**src/rtl/acp_pkg.sv**
```systemverilog
// Behaviour
// - Shift only while select held low
// - Serial input sampled on clock rising edge
// - Readback bits shifted out, host latches falling
// - Readback pin only pulls low
// - Strap low serial, high parallel, static
// - Parallel mode: four pins are static inputs
// - Parallel select pin picks one or two lanes
// - Parallel clock pin picks output drive current
// - Parallel data pin powers down the part
// - Parallel readback pin enables output termination
// - Stabilizer always on in parallel mode
package acp_pkg;
  // Serial word layout
  localparam int          ADDR_W     = 7;
  localparam int          DATA_W     = 8;
  localparam int          HDR_BITS   = 8;
  localparam int          WORD_BITS  = 16;
  localparam int          CNT_W      = 5;
  localparam int          NUM_REGS   = 3;
  // Register addresses and field positions
  localparam logic [6:0]  REG_POWER  = 7'h00;
  localparam logic [6:0]  REG_CLOCK  = 7'h01;
  localparam logic [6:0]  REG_OUTPUT = 7'h02;
  localparam int          PWR_DOWN_BIT  = 0;
  localparam int          DCS_OFF_BIT   = 0;
  localparam int          ONE_LANE_BIT  = 0;
  localparam int          LOW_CURR_BIT  = 1;
  localparam int          TERM_ON_BIT   = 2;
  localparam logic [7:0]  REG_RESET  = 8'h00;
  // Synchroniser lane positions
  localparam int          PIN_CSN    = 0;
  localparam int          PIN_SCK    = 1;
  localparam int          PIN_SDI    = 2;
  localparam int          PIN_SDO    = 3;
  localparam int          PIN_STRAP  = 4;
  localparam int          PIN_COUNT  = 5;
  // Strap is caught once the synchroniser has settled
  localparam logic [1:0]  STRAP_SETTLE = 2'h3;
  // Timing
  localparam int          CLK_PERIOD_NS = 8;
  localparam int          T_DO_MAX_NS   = 125;
  localparam int          DO_MAX_CYC    = T_DO_MAX_NS / CLK_PERIOD_NS;

  typedef enum logic [1:0] {
    PH_IDLE  = 2'b00,
    PH_SHIFT = 2'b01,
    PH_DONE  = 2'b10
  } acp_phase_t;
endpackage

```
**src/rtl/acp_sync_if.sv**
```systemverilog
// Raw pin levels in, synchronised levels out
interface acp_sync_if #(parameter int W = 5);
  logic [W-1:0] raw;
  logic [W-1:0] synced;
  modport user (output raw, input synced);
  modport sync (input raw, output synced);
endinterface

```
**src/rtl/acp_config_port.sv**
```systemverilog
module acp_config_port (
  input  wire logic clk,
  input  wire logic srst,
  input  wire logic csN,
  input  wire logic sck,
  input  wire logic sdi,
  input  wire logic sdoIn,
  output logic      sdoOut,
  output logic      sdoOe,
  input  wire logic configStyleStrap,
  output logic      parallelMode,
  output logic      oneLaneMode,
  output logic      lvdsLowCurrent,
  output logic      powerDown,
  output logic      termEnable,
  output logic      dcsEnable
);
  acp_sync_if #(.W(acp_pkg::PIN_COUNT)) pinBus ();

  logic csS;
  logic sckS;
  logic sdiS;
  logic sdoS;
  logic strapS;
  logic sckRise;
  logic sckFall;

  logic                          sckD_q;
  acp_pkg::acp_phase_t           phase_q,  phase_d;
  logic [acp_pkg::CNT_W-1:0]     cnt_q,    cnt_d;
  logic [acp_pkg::DATA_W-1:0]    shift_q,  shift_d;
  logic [acp_pkg::DATA_W-1:0]    outSh_q,  outSh_d;
  logic                          rd_q,     rd_d;
  logic [acp_pkg::ADDR_W-1:0]    addr_q,   addr_d;
  logic                          sdoDrv_q, sdoDrv_d;
  logic [acp_pkg::DATA_W-1:0]    regs_q [acp_pkg::NUM_REGS];
  logic [acp_pkg::DATA_W-1:0]    regs_d [acp_pkg::NUM_REGS];
  logic [1:0]                    settle_q, settle_d;
  logic                          par_q,    par_d;
  logic                          oneLane_q, oneLane_d;
  logic                          lowCur_q,  lowCur_d;
  logic                          pwrDn_q,   pwrDn_d;
  logic                          term_q,    term_d;
  logic                          dcs_q,     dcs_d;

  // Register index decode, shared by read and write paths
  function automatic logic isMapped(input logic [acp_pkg::ADDR_W-1:0] a);
    isMapped = (a < acp_pkg::ADDR_W'(acp_pkg::NUM_REGS));
  endfunction

  assign pinBus.raw = {configStyleStrap, sdoIn, sdi, sck, csN};

  acp_sync #(.W(acp_pkg::PIN_COUNT)) u_sync (
    .clk  (clk),
    .srst (srst),
    .pins (pinBus.sync)
  );

  assign csS    = pinBus.synced[acp_pkg::PIN_CSN];
  assign sckS   = pinBus.synced[acp_pkg::PIN_SCK];
  assign sdiS   = pinBus.synced[acp_pkg::PIN_SDI];
  assign sdoS   = pinBus.synced[acp_pkg::PIN_SDO];
  assign strapS = pinBus.synced[acp_pkg::PIN_STRAP];

  // Edges found on the sampled link clock
  assign sckRise = sckS & ~sckD_q;
  assign sckFall = ~sckS & sckD_q;

  // Strap caught once after reset; later toggling is ignored
  always_comb begin
    settle_d = settle_q;
    par_d    = par_q;
    if (settle_q != acp_pkg::STRAP_SETTLE) begin
      settle_d = settle_q + 2'h1;
      if (settle_d == acp_pkg::STRAP_SETTLE) begin
        par_d = strapS;
      end
    end
  end

  // Serial engine next state
  always_comb begin
    phase_d  = phase_q;
    cnt_d    = cnt_q;
    shift_d  = shift_q;
    outSh_d  = outSh_q;
    rd_d     = rd_q;
    addr_d   = addr_q;
    sdoDrv_d = sdoDrv_q;
    for (int i = 0; i < acp_pkg::NUM_REGS; i++) begin
      regs_d[i] = regs_q[i];
    end
    if (par_q || csS) begin
      // Deselect aborts any partial word without touching registers
      phase_d  = acp_pkg::PH_IDLE;
      cnt_d    = '0;
      sdoDrv_d = 1'b0;
    end else begin
      case (phase_q)
        acp_pkg::PH_IDLE: begin
          phase_d = acp_pkg::PH_SHIFT;
          cnt_d   = '0;
          rd_d    = 1'b0;
        end
        acp_pkg::PH_SHIFT: begin
          if (sckRise) begin
            shift_d = {shift_q[acp_pkg::DATA_W-2:0], sdiS};
            cnt_d   = cnt_q + 5'h01;
            if (cnt_q == acp_pkg::CNT_W'(acp_pkg::HDR_BITS - 1)) begin
              rd_d   = shift_q[acp_pkg::DATA_W-2];
              addr_d = {shift_q[acp_pkg::ADDR_W-2:0], sdiS};
              outSh_d = isMapped(addr_d) ? regs_q[addr_d[1:0]] : '0;
            end
            if (cnt_q == acp_pkg::CNT_W'(acp_pkg::WORD_BITS - 1)) begin
              phase_d = acp_pkg::PH_DONE;
              // Commit only on a complete word
              if (!rd_q && isMapped(addr_q)) begin
                regs_d[addr_q[1:0]] = shift_d;
              end
            end
          end else if (sckFall && rd_q &&
                       cnt_q >= acp_pkg::CNT_W'(acp_pkg::HDR_BITS)) begin
            // Pull low for a zero, float for a one
            sdoDrv_d = ~outSh_q[acp_pkg::DATA_W-1];
            outSh_d  = {outSh_q[acp_pkg::DATA_W-2:0], 1'b0};
          end
        end
        acp_pkg::PH_DONE: begin
          // Extra clocks after a full word are ignored
          if (sckFall) begin
            sdoDrv_d = 1'b0;
          end
        end
        default: begin
          phase_d = acp_pkg::PH_IDLE;
        end
      endcase
    end
  end

  // Mode outputs: pins in parallel mode (stabilizer forced on), registers in serial mode
  always_comb begin
    if (par_q) begin
      oneLane_d = csS;
      lowCur_d  = sckS;
      pwrDn_d   = sdiS;
      term_d    = sdoS;
      dcs_d     = 1'b1;
    end else begin
      oneLane_d = regs_q[acp_pkg::REG_OUTPUT[1:0]][acp_pkg::ONE_LANE_BIT];
      lowCur_d  = regs_q[acp_pkg::REG_OUTPUT[1:0]][acp_pkg::LOW_CURR_BIT];
      pwrDn_d   = regs_q[acp_pkg::REG_POWER[1:0]][acp_pkg::PWR_DOWN_BIT];
      term_d    = regs_q[acp_pkg::REG_OUTPUT[1:0]][acp_pkg::TERM_ON_BIT];
      dcs_d     = ~regs_q[acp_pkg::REG_CLOCK[1:0]][acp_pkg::DCS_OFF_BIT];
    end
  end

  // State registers
  always_ff @(posedge clk) begin
    if (srst) begin
      sckD_q    <= 1'b0;
      phase_q   <= acp_pkg::PH_IDLE;
      cnt_q     <= '0;
      shift_q   <= '0;
      outSh_q   <= '0;
      rd_q      <= 1'b0;
      addr_q    <= '0;
      sdoDrv_q  <= 1'b0;
      settle_q  <= 2'h0;
      par_q     <= 1'b0;
      oneLane_q <= 1'b0;
      lowCur_q  <= 1'b0;
      pwrDn_q   <= 1'b0;
      term_q    <= 1'b0;
      dcs_q     <= 1'b1;
      for (int i = 0; i < acp_pkg::NUM_REGS; i++) begin
        regs_q[i] <= acp_pkg::REG_RESET;
      end
    end else begin
      sckD_q    <= sckS;
      phase_q   <= phase_d;
      cnt_q     <= cnt_d;
      shift_q   <= shift_d;
      outSh_q   <= outSh_d;
      rd_q      <= rd_d;
      addr_q    <= addr_d;
      sdoDrv_q  <= sdoDrv_d;
      settle_q  <= settle_d;
      par_q     <= par_d;
      oneLane_q <= oneLane_d;
      lowCur_q  <= lowCur_d;
      pwrDn_q   <= pwrDn_d;
      term_q    <= term_d;
      dcs_q     <= dcs_d;
      for (int i = 0; i < acp_pkg::NUM_REGS; i++) begin
        regs_q[i] <= regs_d[i];
      end
    end
  end

  // Open drain: the level driven is always low
  assign sdoOut         = 1'b0;
  assign sdoOe          = sdoDrv_q;
  assign parallelMode   = par_q;
  assign oneLaneMode    = oneLane_q;
  assign lvdsLowCurrent = lowCur_q;
  assign powerDown      = pwrDn_q;
  assign termEnable     = term_q;
  assign dcsEnable      = dcs_q;
endmodule // acp_config_port

```
**src/rtl/acp_sync.sv**
```systemverilog
// Two-flop synchroniser for every asynchronous pin
module acp_sync #(
  parameter int W = 5
) (
  input wire logic clk,
  input wire logic srst,
  acp_sync_if.sync pins
);
  logic [W-1:0] meta_q;
  logic [W-1:0] stable_q;

  // First stage feeds only the second stage
  always_ff @(posedge clk) begin
    if (srst) begin
      meta_q   <= '0;
      stable_q <= '0;
    end else begin
      meta_q   <= pins.raw;
      stable_q <= meta_q;
    end
  end

  assign pins.synced = stable_q;
endmodule // acp_sync

```
**config.mk**
```make
export PLATFORM = sky130hd
export DESIGN_NAME = acp_config_port
export DESIGN_NICKNAME = d
export VERILOG_FILES = /design/src/rtl/acp_pkg.sv /design/src/rtl/acp_sync_if.sv /design/src/rtl/acp_config_port.sv /design/src/rtl/acp_sync.sv
export SDC_FILE = /design/constraint.sdc
export NUM_CORES = 1
export LEC_CHECK = 0
export ABC_AREA = 1
export BUFFER_PORTS_ARGS = -buffer_cell sky130_fd_sc_hd__buf_2
export CORE_MARGIN = 4
export CORE_UTILIZATION = 63
export DETAILED_ROUTE_END_ITERATION = 8
export GPL_TIMING_DRIVEN = 0
export PLACE_DENSITY = 0.9
export SYNTH_ARGS = -nofsm -noshare
export SYNTH_HDL_FRONTEND = slang
export SYNTH_SLANG_ARGS = --single-unit
```
**constraint.sdc**
```tcl
create_clock -name clk -period 4.28 [get_ports clk]
set_clock_uncertainty 0.2 [all_clocks]
set_input_delay 0.856 -clock clk [delete_from_list [all_inputs] [get_ports clk]]
set_output_delay 0.856 -clock clk [all_outputs]
set_load 0.1 [all_outputs]
```
==> impl_results.md <==
- Status: completed
- Post-CTS Setup Inserts: 0
- Mapped Nets: 495
- IR drop worst, VDD: 0.336 mV
- Total wire length: 7.57 mm
- R2r worst-path depth: 10
- RePlAce Congestion: 0.894
- Top area cells in the synthesized netlist: dfxtp_1, nand2_1, nor2_1, inv_1, a21oi_1
- WP data arrival: 1.34 ns
- RSZ-0062 raised after global routing: no
- CTS Sinks: 74
- Slew Viols, Final: 0
- CP top delay family: flip-flops
- Commonest cells post-synth: nand2_1, nor2_1, dfxtp_1
- HPWL after DPL: 5.33 mm
- Row cnt: 26
- Gr ovfl total: 0
- Setup CP Type: reg -> out
- Total Nets Final: 519
- Iter 0 DRT Violations: 211
- Syn avg cell area: 6.94 µm²
- Setup-failing EPs final: 0
- Power Internal: 1.02 mW
- Post-cts resize count: 0
- Worst-path clk slew: 0.07 ns
- Fin crit share: 0.561
- Sw power: 0.322 mW
- Global-route wire length before repair: 13.6 mm
- Register area: 1480 µm²
- Hold Crit Class: reg -> reg
- Cell taking the most area after synthesis: dfxtp_1
- Crit. path cell count: 1
- Crit path largest cell delay: 0.50 ns
- Total GRT Usage: 0.269
- Leak pwr: 1.71 nW
- Sequential share of the synthesized area: 0.441
- Seq pwr share: 0.528
- Sw Share: 0.239
- Setup ws final: 1.88 ns
- Initial antenna violation count: 0
- Wire per inst: 13.0 µm
- Largest net degree at the start of global routing: 12
- Area Growth Syn to Fin: 10.4%
- Skew-Pair Late Insertion Delay: 0.36 ns
- Die ar.: 6570 µm²
- Area of the multi-input gates: 1530 µm²
- Buffer and inverter count on the worst path: 1
- Combinational Power Share: 0.062
- CORE AREA: 5140 µm²
- Critical path startpoint category: register
- Clock power frac: 0.410
- Die Height: 81.0 µm
- Synth unique cells: 26
- Warnings from Yosys: 0
- Critical path cell sequence: buf_2
- Post-route insts no fill: 583
- Layout fillers: 428
- Port bufs: 13
- Fin. Hold Viols: 0
- Worst hold stages: 2
- Max clock buf depth: 2
- Number of synthesized flops with an enable pin: 0
- Max cap viols: 0
- Antenna Cells: 0
- Max-slew headroom: 0.538
- First-pass detailed-route iteration total: 5
- Mapped Cells: 484
- CP endpoint kind: output pin
- Fmax: 0.417 GHz
- Placed instance count: 567
- Antenna-violating nets left: 0
- CP Data Required Time: 3.22 ns
- Number of global-route vias before repair: 3150
- H-tree depth: 3
- Vias per inst: 5.25
- Total negative setup slack: 0 ns
- Initial Utilization: 0.654
- Top-count cell post-synth: nand2_1
- DR vias: 3059
- Share of the synthesized area in the top cell type: 0.441
- Placement Setup Slack: 2.07 ns
- Mapped Area: 3360 µm²
- Final min period: 2.40 ns
- Root Driver: clkbuf_8
- Ports: 15
- Power per cell area: 363 nW/µm²
- Share of layout cells above drive strength 1: 0.109
- Least-Margin Pin Slew: 0.691 ns
- Primary FF master, synth: dfxtp_1
- Yosys reg bits: 74
- CTS buffer count: 9
- CP max stage cell: dfxtp_1
- CTS Hold Buffers Added: 0
- CTS tree: built
- Post-synth ARST share: 0
- Die X: 81.0 µm
- # DRC: 0
- Worst-path maximum fanout: 7
registers in the layout, indices dropped and copies added, names as in the netlist, 2 cells and up:
name and flops:
outSh_q 8, regs_q 24, u_sync.meta_q 5, cnt_q 5, addr_q 7, phase_q 2, shift_q 7, u_sync.pins.synced 5
settle_q 2
power by group through the flow:
stage	combinational (mW)	sequential (mW)	clock, mW
after floorplan	0.0567	0.730	0
after global placement	0.0798	0.726	0
after detailed placement	0.0822	0.727	0
after CTS	0.0831	0.711	0.553
after global routing	0.0949	0.712	0.586
final	0.0836	0.712	0.551
area by class of cell:
cell class	instances	share of cell area
plain buffers	17	0.0263
flip-flops and latches	74	0.399
multi-input cells	325	0.411
well taps	70	0.0236
inverters	68	0.0688
repair buffers	13	0.0175
clock buffers	14	0.0438
clock inverters	2	0.00944
cells by family (layout without fill, tap and decap cells):
logic type,Yosys count,in the layout,share of synthesized area
fa+ha+maj,4,4,0.0149
buf+inv,85,114,0.105
compound gates,57,57,0.0849
simple gates,262,262,0.351
xor+xnor,1,1,0.00261
other cells,1,1,0.00112
flops,74,74,0.441
layout by cell type, fill, tap and decap left out, types with 2 or more instances in the layout:
cell type  synthesis  layout
nand2_1          127     127
nor2_1            78      78
dfxtp_1           74      74
inv_1             59      59
a21oi_1           34      34
nand4_1           18      18
buf_2              3      16
nand3_1           16      16
o21ai_0           14      14
clkbuf_1           8      11
clkbuf_8           0      11
o21ai_1            9       9
nand3b_1           7       7
inv_2              6       6
nor2_4             4       4
nand2_2            4       4
ha_1               4       4
nor2_2             3       3
buf_6              3       3
clkinv_1           3       3
nand3_4            2       2
buf_4              2       2
nand3_2            2       2
metrics by stage:
stage / hold slack [ns] / utilization / power [mW] / area (µm²)
4_1_cts: 0.206 / 0.722 / 1.35 / 3710
3_3_place_gp: 0.188 / 0.684 / 0.806 / 3510
2_1_floorplan: 0.188 / - / 0.787 / 3360
5_1_grt: 0.230 / 0.722 / 1.39 / 3710
6_report: 0.204 / 0.722 / 1.35 / 3710
3_5_place_dp: 0.195 / 0.684 / 0.810 / 3510
final timing paths:
check	from	endpoint	slack [ns]
setup / recovery	parallelMode$_SDFFE_PP0P_	parallelMode	1.88
setup reg to reg	cnt_q[0]$_SDFFE_PP0P_	regs_q[0][0]$_SDFFE_PP0P_	2.19
hold reg to reg	u_sync.meta_q[2]$_SDFF_PP0_	u_sync.pins.synced[2]$_SDFF_PP0_	0.20
hold / removal	u_sync.meta_q[2]$_SDFF_PP0_	u_sync.pins.synced[2]$_SDFF_PP0_	0.20
routing by layer:
layer | up-vias | routed length [µm] | track usage
met2 | 102 | 3690 | 0.455
met1 | 1381 | 3200 | 0.318
met5 | - | 0 | 0
met4 | 0 | 198 | 0.149
met3 | 20 | 482 | 0.0554
li1 | 1556 | - | -
Power figures use the tool's default switching activity.
